**config.mk**
```make
export PLATFORM = sky130hd
export DESIGN_NAME = mpc_regs
export DESIGN_NICKNAME = d
export VERILOG_FILES = /design/src/mpc_pkg.sv /design/src/mpc_regs.sv /design/src/mpc_sync.sv
export SDC_FILE = /design/constraint.sdc
export NUM_CORES = 1
export LEC_CHECK = 0
export BUFFER_PORTS_ARGS = -buffer_cell sky130_fd_sc_hd__buf_2
export CAP_MARGIN = 10
export CORE_MARGIN = 5
export CORE_UTILIZATION = 35
export DETAILED_ROUTE_END_ITERATION = 16
export GPL_ROUTABILITY_DRIVEN = 0
export REMOVE_ABC_BUFFERS = 1
export SETUP_SLACK_MARGIN = 0.02
export SYNTH_ARGS = -nofsm -noshare
export SYNTH_HDL_FRONTEND = slang
export SYNTH_SLANG_ARGS = --single-unit
export TNS_END_PERCENT = 50
```
**constraint.sdc**
```tcl
create_clock -name sys_clk -period 5.1 [get_ports sys_clk]
set_clock_uncertainty 0.2 [all_clocks]
set_input_delay 0.51 -clock sys_clk [delete_from_list [all_inputs] [get_ports sys_clk]]
set_output_delay 0.51 -clock sys_clk [all_outputs]
set_load 0.1 [all_outputs]
```
**src/mpc_pkg.sv**
```systemverilog
package mpc_pkg;

	// ----------------------------------------------------------------
	// register offsets and reset values
	// ----------------------------------------------------------------
	localparam logic [14:0] ADDR_BIAS     = 15'h0032;
	localparam logic [14:0] ADDR_CHB_TERM = 15'h0039;
	localparam logic [14:0] ADDR_DLY_HI   = 15'h003C;
	localparam logic [14:0] ADDR_DLY_LO   = 15'h005A;
	localparam logic [7:0]  REG_RESET     = 8'h00;

	// ----------------------------------------------------------------
	// field positions
	// ----------------------------------------------------------------
	localparam int BIAS_HIZ_BIT = 5;
	localparam int CHB_GATE_BIT = 1;
	localparam int TERM_OFF_BIT = 0;
	localparam int DLY_EN_BIT   = 6;
	localparam int DLY_HI_MSB   = 1;
	localparam int DLY_HI_LSB   = 0;
	localparam int DLY_LO_MSB   = 7;
	localparam int DLY_LO_LSB   = 5;

	// ----------------------------------------------------------------
	// serial frame: rw bit, 15 address bits, 8 data bits
	// ----------------------------------------------------------------
	localparam logic [4:0] FRAME_LAST_BIT = 5'h17;
	localparam logic [4:0] ADDR_LAST_BIT  = 5'h0F;
	localparam logic [4:0] FRAME_DONE     = 5'h18;

	// ----------------------------------------------------------------
	// delay code map, in picoseconds
	// ----------------------------------------------------------------
	localparam int         DLY_FIRST_PS   = 175;
	localparam int         DLY_STEP_PS    = 25;
	localparam logic [4:0] DLY_CODE_FIRST = 5'h08;
	localparam logic [4:0] DLY_CODE_LAST  = 5'h03;
	localparam logic [8:0] DLY_NONE_PS    = 9'h000;

	typedef struct packed {
		logic       bias_high_impedance_select;
		logic       chan_b_powerdown_gate;
		logic       sync_input_termination_off;
		logic       ref_delay_enable;
		logic [4:0] ref_delay_code;
	} mpc_cfg_t;

endpackage

```
**src/mpc_regs.sv**
```systemverilog
module mpc_regs (
	// clock and reset
	input  wire logic             sys_clk,
	input  wire logic             rst,
	// serial configuration port
	input  wire logic             spi_sclk,
	input  wire logic             spi_sen_n,
	input  wire logic             spi_sdin,
	output logic                  spi_sdout,
	output logic                  spi_sdout_oe_n,
	// power-down bit from the neighbouring register
	input  wire logic             chan_b_powerdown,
	// configuration outputs
	output mpc_pkg::mpc_cfg_t     cfg,
	output logic                  chan_b_powerdown_active,
	output logic [8:0]            ref_delay_ps
);

	logic        s_sclk;
	logic        s_sen_n;
	logic        s_sdin;
	logic        sclk_d_reg;
	logic        sclk_rise;
	logic        sclk_fall;
	logic [4:0]  bit_cnt_reg;
	logic [23:0] shift_in_reg;
	logic        wr_fire;
	logic [14:0] wr_addr;
	logic [7:0]  wr_data;
	logic        rd_load;
	logic [14:0] rd_addr;
	logic [7:0]  rd_data;
	logic [7:0]  rd_shift_reg;
	logic        rd_active_reg;
	logic        sdout_oe_n_reg;
	logic        spi_sdout_reg;
	logic        bias_reg;
	logic        chb_gate_reg;
	logic        term_off_reg;
	logic        dly_en_reg;
	logic [1:0]  dly_hi_reg;
	logic [2:0]  dly_lo_reg;
	logic        chb_pd_reg;
	logic [8:0]  dly_ps_reg;
	logic [8:0]  dly_ps_next;
	logic [4:0]  dly_code;

	// ----------------------------------------------------------------
	// pin synchronisers
	// ----------------------------------------------------------------
	mpc_sync #(
		.W         (3),
		.RESET_VAL (3'h2)
	) u_sync (
		.sys_clk  (sys_clk),
		.rst      (rst),
		.async_in ({spi_sclk, spi_sen_n, spi_sdin}),
		.sync_out ({s_sclk, s_sen_n, s_sdin})
	);

	always_ff @(posedge sys_clk or posedge rst) begin
		if (rst) begin
			sclk_d_reg <= 1'b0;
		end else begin
			sclk_d_reg <= s_sclk;
		end
	end

	assign sclk_rise = s_sclk & ~sclk_d_reg & ~s_sen_n;
	assign sclk_fall = ~s_sclk & sclk_d_reg & ~s_sen_n;

	// ----------------------------------------------------------------
	// frame shifter
	// ----------------------------------------------------------------
	always_ff @(posedge sys_clk or posedge rst) begin
		if (rst) begin
			bit_cnt_reg  <= 5'h00;
			shift_in_reg <= 24'h000000;
		end else if (s_sen_n) begin
			bit_cnt_reg  <= 5'h00;
		end else if (sclk_rise && bit_cnt_reg != mpc_pkg::FRAME_DONE) begin
			bit_cnt_reg  <= bit_cnt_reg + 5'h01;
			shift_in_reg <= {shift_in_reg[22:0], s_sdin};
		end
	end

	// first frame bit high means read
	assign wr_fire = sclk_rise && bit_cnt_reg == mpc_pkg::FRAME_LAST_BIT && !shift_in_reg[22];
	assign wr_addr = shift_in_reg[21:7];
	assign wr_data = {shift_in_reg[6:0], s_sdin};
	assign rd_load = sclk_rise && bit_cnt_reg == mpc_pkg::ADDR_LAST_BIT && shift_in_reg[14];
	assign rd_addr = {shift_in_reg[13:0], s_sdin};

	// ----------------------------------------------------------------
	// register writes; reserved bits are not stored
	// ----------------------------------------------------------------
	always_ff @(posedge sys_clk or posedge rst) begin
		if (rst) begin
			bias_reg <= mpc_pkg::REG_RESET[mpc_pkg::BIAS_HIZ_BIT];
		end else if (wr_fire && wr_addr == mpc_pkg::ADDR_BIAS) begin
			bias_reg <= wr_data[mpc_pkg::BIAS_HIZ_BIT];
		end
	end

	always_ff @(posedge sys_clk or posedge rst) begin
		if (rst) begin
			chb_gate_reg <= mpc_pkg::REG_RESET[mpc_pkg::CHB_GATE_BIT];
			term_off_reg <= mpc_pkg::REG_RESET[mpc_pkg::TERM_OFF_BIT];
		end else if (wr_fire && wr_addr == mpc_pkg::ADDR_CHB_TERM) begin
			chb_gate_reg <= wr_data[mpc_pkg::CHB_GATE_BIT];
			term_off_reg <= wr_data[mpc_pkg::TERM_OFF_BIT];
		end
	end

	always_ff @(posedge sys_clk or posedge rst) begin
		if (rst) begin
			dly_en_reg <= mpc_pkg::REG_RESET[mpc_pkg::DLY_EN_BIT];
			dly_hi_reg <= mpc_pkg::REG_RESET[mpc_pkg::DLY_HI_MSB:mpc_pkg::DLY_HI_LSB];
		end else if (wr_fire && wr_addr == mpc_pkg::ADDR_DLY_HI) begin
			dly_en_reg <= wr_data[mpc_pkg::DLY_EN_BIT];
			dly_hi_reg <= wr_data[mpc_pkg::DLY_HI_MSB:mpc_pkg::DLY_HI_LSB];
		end
	end

	always_ff @(posedge sys_clk or posedge rst) begin
		if (rst) begin
			dly_lo_reg <= mpc_pkg::REG_RESET[mpc_pkg::DLY_LO_MSB:mpc_pkg::DLY_LO_LSB];
		end else if (wr_fire && wr_addr == mpc_pkg::ADDR_DLY_LO) begin
			dly_lo_reg <= wr_data[mpc_pkg::DLY_LO_MSB:mpc_pkg::DLY_LO_LSB];
		end
	end

	// ----------------------------------------------------------------
	// readback; reserved bits read zero
	// ----------------------------------------------------------------
	always_comb begin
		rd_data = 8'h00;
		case (rd_addr)
			mpc_pkg::ADDR_BIAS:     rd_data[mpc_pkg::BIAS_HIZ_BIT] = bias_reg;
			mpc_pkg::ADDR_CHB_TERM: begin
				rd_data[mpc_pkg::CHB_GATE_BIT] = chb_gate_reg;
				rd_data[mpc_pkg::TERM_OFF_BIT] = term_off_reg;
			end
			mpc_pkg::ADDR_DLY_HI:   begin
				rd_data[mpc_pkg::DLY_EN_BIT] = dly_en_reg;
				rd_data[mpc_pkg::DLY_HI_MSB:mpc_pkg::DLY_HI_LSB] = dly_hi_reg;
			end
			mpc_pkg::ADDR_DLY_LO:   rd_data[mpc_pkg::DLY_LO_MSB:mpc_pkg::DLY_LO_LSB] = dly_lo_reg;
			default:                rd_data = 8'h00;
		endcase
	end

	always_ff @(posedge sys_clk or posedge rst) begin
		if (rst) begin
			rd_shift_reg   <= 8'h00;
			rd_active_reg  <= 1'b0;
			sdout_oe_n_reg <= 1'b1;
			spi_sdout_reg  <= 1'b0;
		end else if (s_sen_n) begin
			rd_active_reg  <= 1'b0;
			sdout_oe_n_reg <= 1'b1;
		end else if (rd_load) begin
			rd_shift_reg   <= rd_data;
			rd_active_reg  <= 1'b1;
			sdout_oe_n_reg <= 1'b0;
		end else if (sclk_fall && rd_active_reg) begin
			spi_sdout_reg  <= rd_shift_reg[7];
			rd_shift_reg   <= {rd_shift_reg[6:0], 1'b0};
		end
	end

	assign spi_sdout      = spi_sdout_reg;
	assign spi_sdout_oe_n = sdout_oe_n_reg;

	// ----------------------------------------------------------------
	// derived controls
	// ----------------------------------------------------------------
	always_ff @(posedge sys_clk or posedge rst) begin
		if (rst) begin
			chb_pd_reg <= 1'b0;
		end else begin
			chb_pd_reg <= chb_gate_reg & chan_b_powerdown;
		end
	end

	assign dly_code = {dly_hi_reg, dly_lo_reg};

	// each decrement below the first code adds one step
	always_comb begin
		dly_ps_next = mpc_pkg::DLY_NONE_PS;
		if (dly_en_reg && dly_code <= mpc_pkg::DLY_CODE_FIRST
		    && dly_code >= mpc_pkg::DLY_CODE_LAST) begin
			dly_ps_next = 9'(mpc_pkg::DLY_FIRST_PS + mpc_pkg::DLY_STEP_PS
			              * (int'(mpc_pkg::DLY_CODE_FIRST) - int'(dly_code)));
		end
	end

	always_ff @(posedge sys_clk or posedge rst) begin
		if (rst) begin
			dly_ps_reg <= mpc_pkg::DLY_NONE_PS;
		end else begin
			dly_ps_reg <= dly_ps_next;
		end
	end

	assign chan_b_powerdown_active = chb_pd_reg;
	assign ref_delay_ps            = dly_ps_reg;
	assign cfg = '{
		bias_high_impedance_select: bias_reg,
		chan_b_powerdown_gate:      chb_gate_reg,
		sync_input_termination_off: term_off_reg,
		ref_delay_enable:           dly_en_reg,
		ref_delay_code:             dly_code
	};

	// ----------------------------------------------------------------
	// checks
	// ----------------------------------------------------------------
	chk_bias_write: assert property (@(posedge sys_clk) disable iff (rst)
		wr_fire && wr_addr == mpc_pkg::ADDR_BIAS |=> cfg.bias_high_impedance_select
		== $past(wr_data[5]))
		else $error("bias select did not follow write");

	chk_chb_ignored: assert property (@(posedge sys_clk) disable iff (rst)
		!chb_gate_reg |=> !chan_b_powerdown_active)
		else $error("channel B powered down while ungated");

	chk_chb_powerdown: assert property (@(posedge sys_clk) disable iff (rst)
		chb_gate_reg && chan_b_powerdown |=> chan_b_powerdown_active)
		else $error("gated power-down did not take effect");

	chk_term_write: assert property (@(posedge sys_clk) disable iff (rst)
		wr_fire && wr_addr == mpc_pkg::ADDR_CHB_TERM |=> cfg.sync_input_termination_off
		== $past(wr_data[0]))
		else $error("termination control did not follow write");

	chk_delay_off: assert property (@(posedge sys_clk) disable iff (rst)
		!cfg.ref_delay_enable |=> ref_delay_ps == 9'h000)
		else $error("delay added while disabled");

	chk_code_split: assert property (@(posedge sys_clk) disable iff (rst)
		wr_fire && wr_addr == mpc_pkg::ADDR_DLY_LO |=> cfg.ref_delay_code[2:0]
		== $past(wr_data[7:5]) && $stable(cfg.ref_delay_code[4:3]))
		else $error("low delay code bits misplaced");

	chk_first_step: assert property (@(posedge sys_clk) disable iff (rst)
		cfg.ref_delay_enable && cfg.ref_delay_code == 5'h08 |=> ref_delay_ps == 9'h0AF)
		else $error("first delay step is not 175 ps");

	chk_last_step: assert property (@(posedge sys_clk) disable iff (rst)
		cfg.ref_delay_enable && cfg.ref_delay_code == 5'h03 |=> ref_delay_ps == 9'h12C)
		else $error("code 00011 is not 300 ps");

endmodule

```
**src/mpc_sync.sv**
```systemverilog
module mpc_sync #(
	parameter int               W         = 1,
	parameter logic [W-1:0]     RESET_VAL = '0
) (
	// clock and reset
	input  wire logic         sys_clk,
	input  wire logic         rst,
	// levels
	input  wire logic [W-1:0] async_in,
	output logic      [W-1:0] sync_out
);

	logic [W-1:0] meta_reg;

	// ----------------------------------------------------------------
	// two-stage synchroniser
	// ----------------------------------------------------------------
	always_ff @(posedge sys_clk or posedge rst) begin
		if (rst) begin
			meta_reg <= RESET_VAL;
			sync_out <= RESET_VAL;
		end else begin
			meta_reg <= async_in;
			sync_out <= meta_reg;
		end
	end

endmodule

```
==> flow_summary_export.csv <==
group,metric,value,unit
die,die_area,11890,um2
clock_network,cts-resized-gates,0,
final_layout,drive_gt1_share,28.08,%
setup_path,startpoint_type,"register",
synthesis,ys_ff_latch,65,
pwr,power_leakage,0.001917,uW
setup_path,crit_top_cell,"ha_1",
setup_path,crit_family,"adder cells",
clock_network,clockBufferDepth,2,
grt,grtUsageTotal,11.47,%
synthesis,yosys_warnings,0,
setup_path,end_kind,"register",
setup_path,arrival,4000,ps
clock_network,clock-root-buffer,"clkbuf_8",
place,post-place-ws,1158,ps
clock_network,htree_levels,3,
setup_path,cp.required,5160,ps
final_layout,nets,349,
timing,fin_setup_tns,0,ps
synthesis,muxShareOfSynthArea,12.75,%
die,fp-row-count,36,
synthesis,synth_area_leaders,"dfrtp_1 (45%), ha_1 (9.5%), mux2_4 (6.6%)",
synthesis,yosys.area_share.xor_xnor,3.060,%
final_layout,antennaDiodeCount,0,
synthesis,syn-mean-instance-area,12.09,um2
grt,grt_pass1_wl,10.48,mm
final_layout,utilization,39.96,%
synthesis,synth_top_family_by_area,"simple AND/OR/NAND/NOR gates",
drt,via_per_inst,4.811,
die,start_util,35.47,%
die,chipWidth,109.1,um
clock_network,cts_buffers,9,
timing,fmax,253.3,MHz
grt,overflow,0,
final_layout,layoutNonFillerInstCount,450,
final_layout,final_common_cell,"dfrtp_1",
synthesis,ys_seq_area_share,47.47,%
pwr,switchingPower,289.2,uW
drt,vias,2165,
synthesis,yosysTopAreaCell,"dfrtp_1",
synthesis,synth-edff-count,0,
clock_network,clk_latency,350,ps
setup_path,critPathBufInv,0,
synthesis,yosysTopAreaCellShare,45.17,%
synthesis,synth_flop_cell,"dfrtp_1",
clock_network,post_cts_buffers,0,
setup_path,slowest_delay,510,ps
drt,routedWlPerCell,13.60,um
synthesis,async_reset_ff_share,100.0,%
timing,rsz0062_at_grt,"false",
synthesis,synthDistinctLibCells,48,
pwr,p_int,855.9,uW
timing,worstMarginPinSlew,793.8,ps
status,status,"complete, no violations",
setup_path,path_cells,"nor3_1 > xnor2_1 > ha_1 > ha_1 > fa_1 > fa_1 > ha_1 > o21ai_0 > o21ai_0 > a21oi_1 > nor3b_1",
synthesis,synthCells,284,
die,die_h,109.1,um
timing,setup_violations,0,
pwr,combPwrFrac,7.9,%
timing,hold_viol_final,0,
die,ios,27,
final_layout,layout_common_cells,"dfrtp_1 (62), ha_1 (26), buf_2 (26)",
synthesis,synth_adder_area_share,12.39,%
timing,fin_crit,3948,ps
synthesis,synthSimpleGateAreaFrac,14.86,%
timing,period_share,77.41,%
drt,drt_iter0_drc,92,
final_layout,synthToLayoutAreaGrowth,12.68,%
timing,slew_headroom,47.08,%
drt,wl,6.122,mm
setup_path,critPathMaxFanout,10,
pwr,p_seq_share,52.0,%
job,drv_cap,0,
final_layout,fill_cells,919,
drt,first_pass_iters,4,
drt,drc,0,
setup_path,slowest_stage,"fa_1",
place,place_hpwl,4.434,mm
pwr,netSwitchingFraction,25.26,%
setup_path,criticalPathCategory,"register to register",
clock_network,ctsHoldBuffers,0,
synthesis,synth-compound-area-share,4.736,%
place,port_buffers,26,
drt,ant_nets,0,
clock_network,clk_pin_slew_worst_paths,70,ps
final_layout,largest_reg_flops,23,
pwr,power_density,295.9,nW/um2
grt,grt_max_degree,66,
hold_path,holdCritPathClass,"input pin to register",
pwr,peakVddDrop,0.1337,mV
synthesis,synth_area,3435,um2
clock_network,cts_tree,"built",
clock_network,numClockSinks,65,
place,place_inst,434,
grt,antenna_found_initial,0,
timing,finalMaxSlewViolations,0,
timing,setup_slack,1152,ps
grt,first_global_vias,2190,
pwr,total_power,1145,uW
pwr,clockPowerShare,40.1,%
die,core_area,9684,um2
==> Yosys cell counts (5+ instances only) <==
| library cell | instances |
|---|---|
| dfrtp_1 | 62 |
| ha_1 | 26 |
| inv_1 | 21 |
| nor2_1 | 19 |
| mux2_2 | 18 |
| mux2_4 | 15 |
| nand2_1 | 13 |
| nand3_1 | 10 |
| o21ai_0 | 10 |
| nor3_1 | 8 |
| xnor2_1 | 7 |
| nand3b_1 | 6 |
| fa_1 | 5 |
| xor2_1 | 5 |
==> power by group through the flow <==
stage	clock network (uW)	registers, uW	logic, uW
2_1_floorplan	0	588	76.5
3_3_place_gp	0	604	89.8
3_5_place_dp	0	606	92.0
4_1_cts	475	596	92.5
5_1_grt	496	603	101
6_report	459	595	90.2
==> cell type report <==
type	instances	area [um2]	share of cell area [%]
inverters	21	78.83	2.037
well taps	133	166.4	4.300
clock inverters	5	63.81	1.649
repair buffers	27	137.6	3.556
multi-input cells	188	1642	42.42
flip-flops and latches	65	1630	42.13
clock buffers	11	151.4	3.912
==> routing by layer <==
layer | wire (um) | track usage [%] | up-vias | share of wire, %
li1 | - | - | 1054 | -
met1 | 2830 | 14.15 | 1074 | 46
met2 | 2990 | 18.55 | 28 | 49
met3 | 159 | 1.895 | 9 | 2.6
met4 | 141 | 7.394 | 0 | 2.3
met5 | 0 | 0 | - | 0
==> stage by stage <==
step / instance area, um2 / hold WS [ps]
global route: 3870 / 28.70
floorplan: 3351 / 131.2
CTS: 3870 / 30.07
detailed placement: 3655 / 136.4
finish: 3870 / 49.02
global placement: 3655 / 134.9
==> path summary, 6_finish.rpt <==
check | startpoint | to | slack [ps] | depth (start not counted)
setup / recovery | dly_lo_reg[0]$_DFFE_PP0P_ | ref_delay_ps[8]$_DFF_PP0_ | 1150 | 11
hold / removal | spi_sen_n | u_sync.meta_reg[1]$_DFF_PP1_ | 50 | 1
setup reg to reg | dly_lo_reg[0]$_DFFE_PP0P_ | ref_delay_ps[8]$_DFF_PP0_ | 1150 | 11
hold reg to reg | u_sync.meta_reg[0]$_DFF_PP0_ | u_sync.sync_out[0]$_DFF_PP0_ | 150 | 0
max in group asynchronous | rst | ref_delay_ps[1]$_DFF_PP0_ | 4000 | 3
min in group asynchronous | rst | u_sync.meta_reg[2]$_DFF_PP0_ | 180 | 3
==> cells by family (layout without fill, tap and decap cells) <==
kind of cell               Yosys count  in the layout
muxes                               34             34
adders and majority gates           31             31
xor gates and xnor gates            12             12
buffers and inverters               31             64
and+or+nand+nor                     85             85
AOI/OAI and AO/OA                   26             26
DFF                                 65             65
No activity file was read; power rests on OpenSTA's default activity.
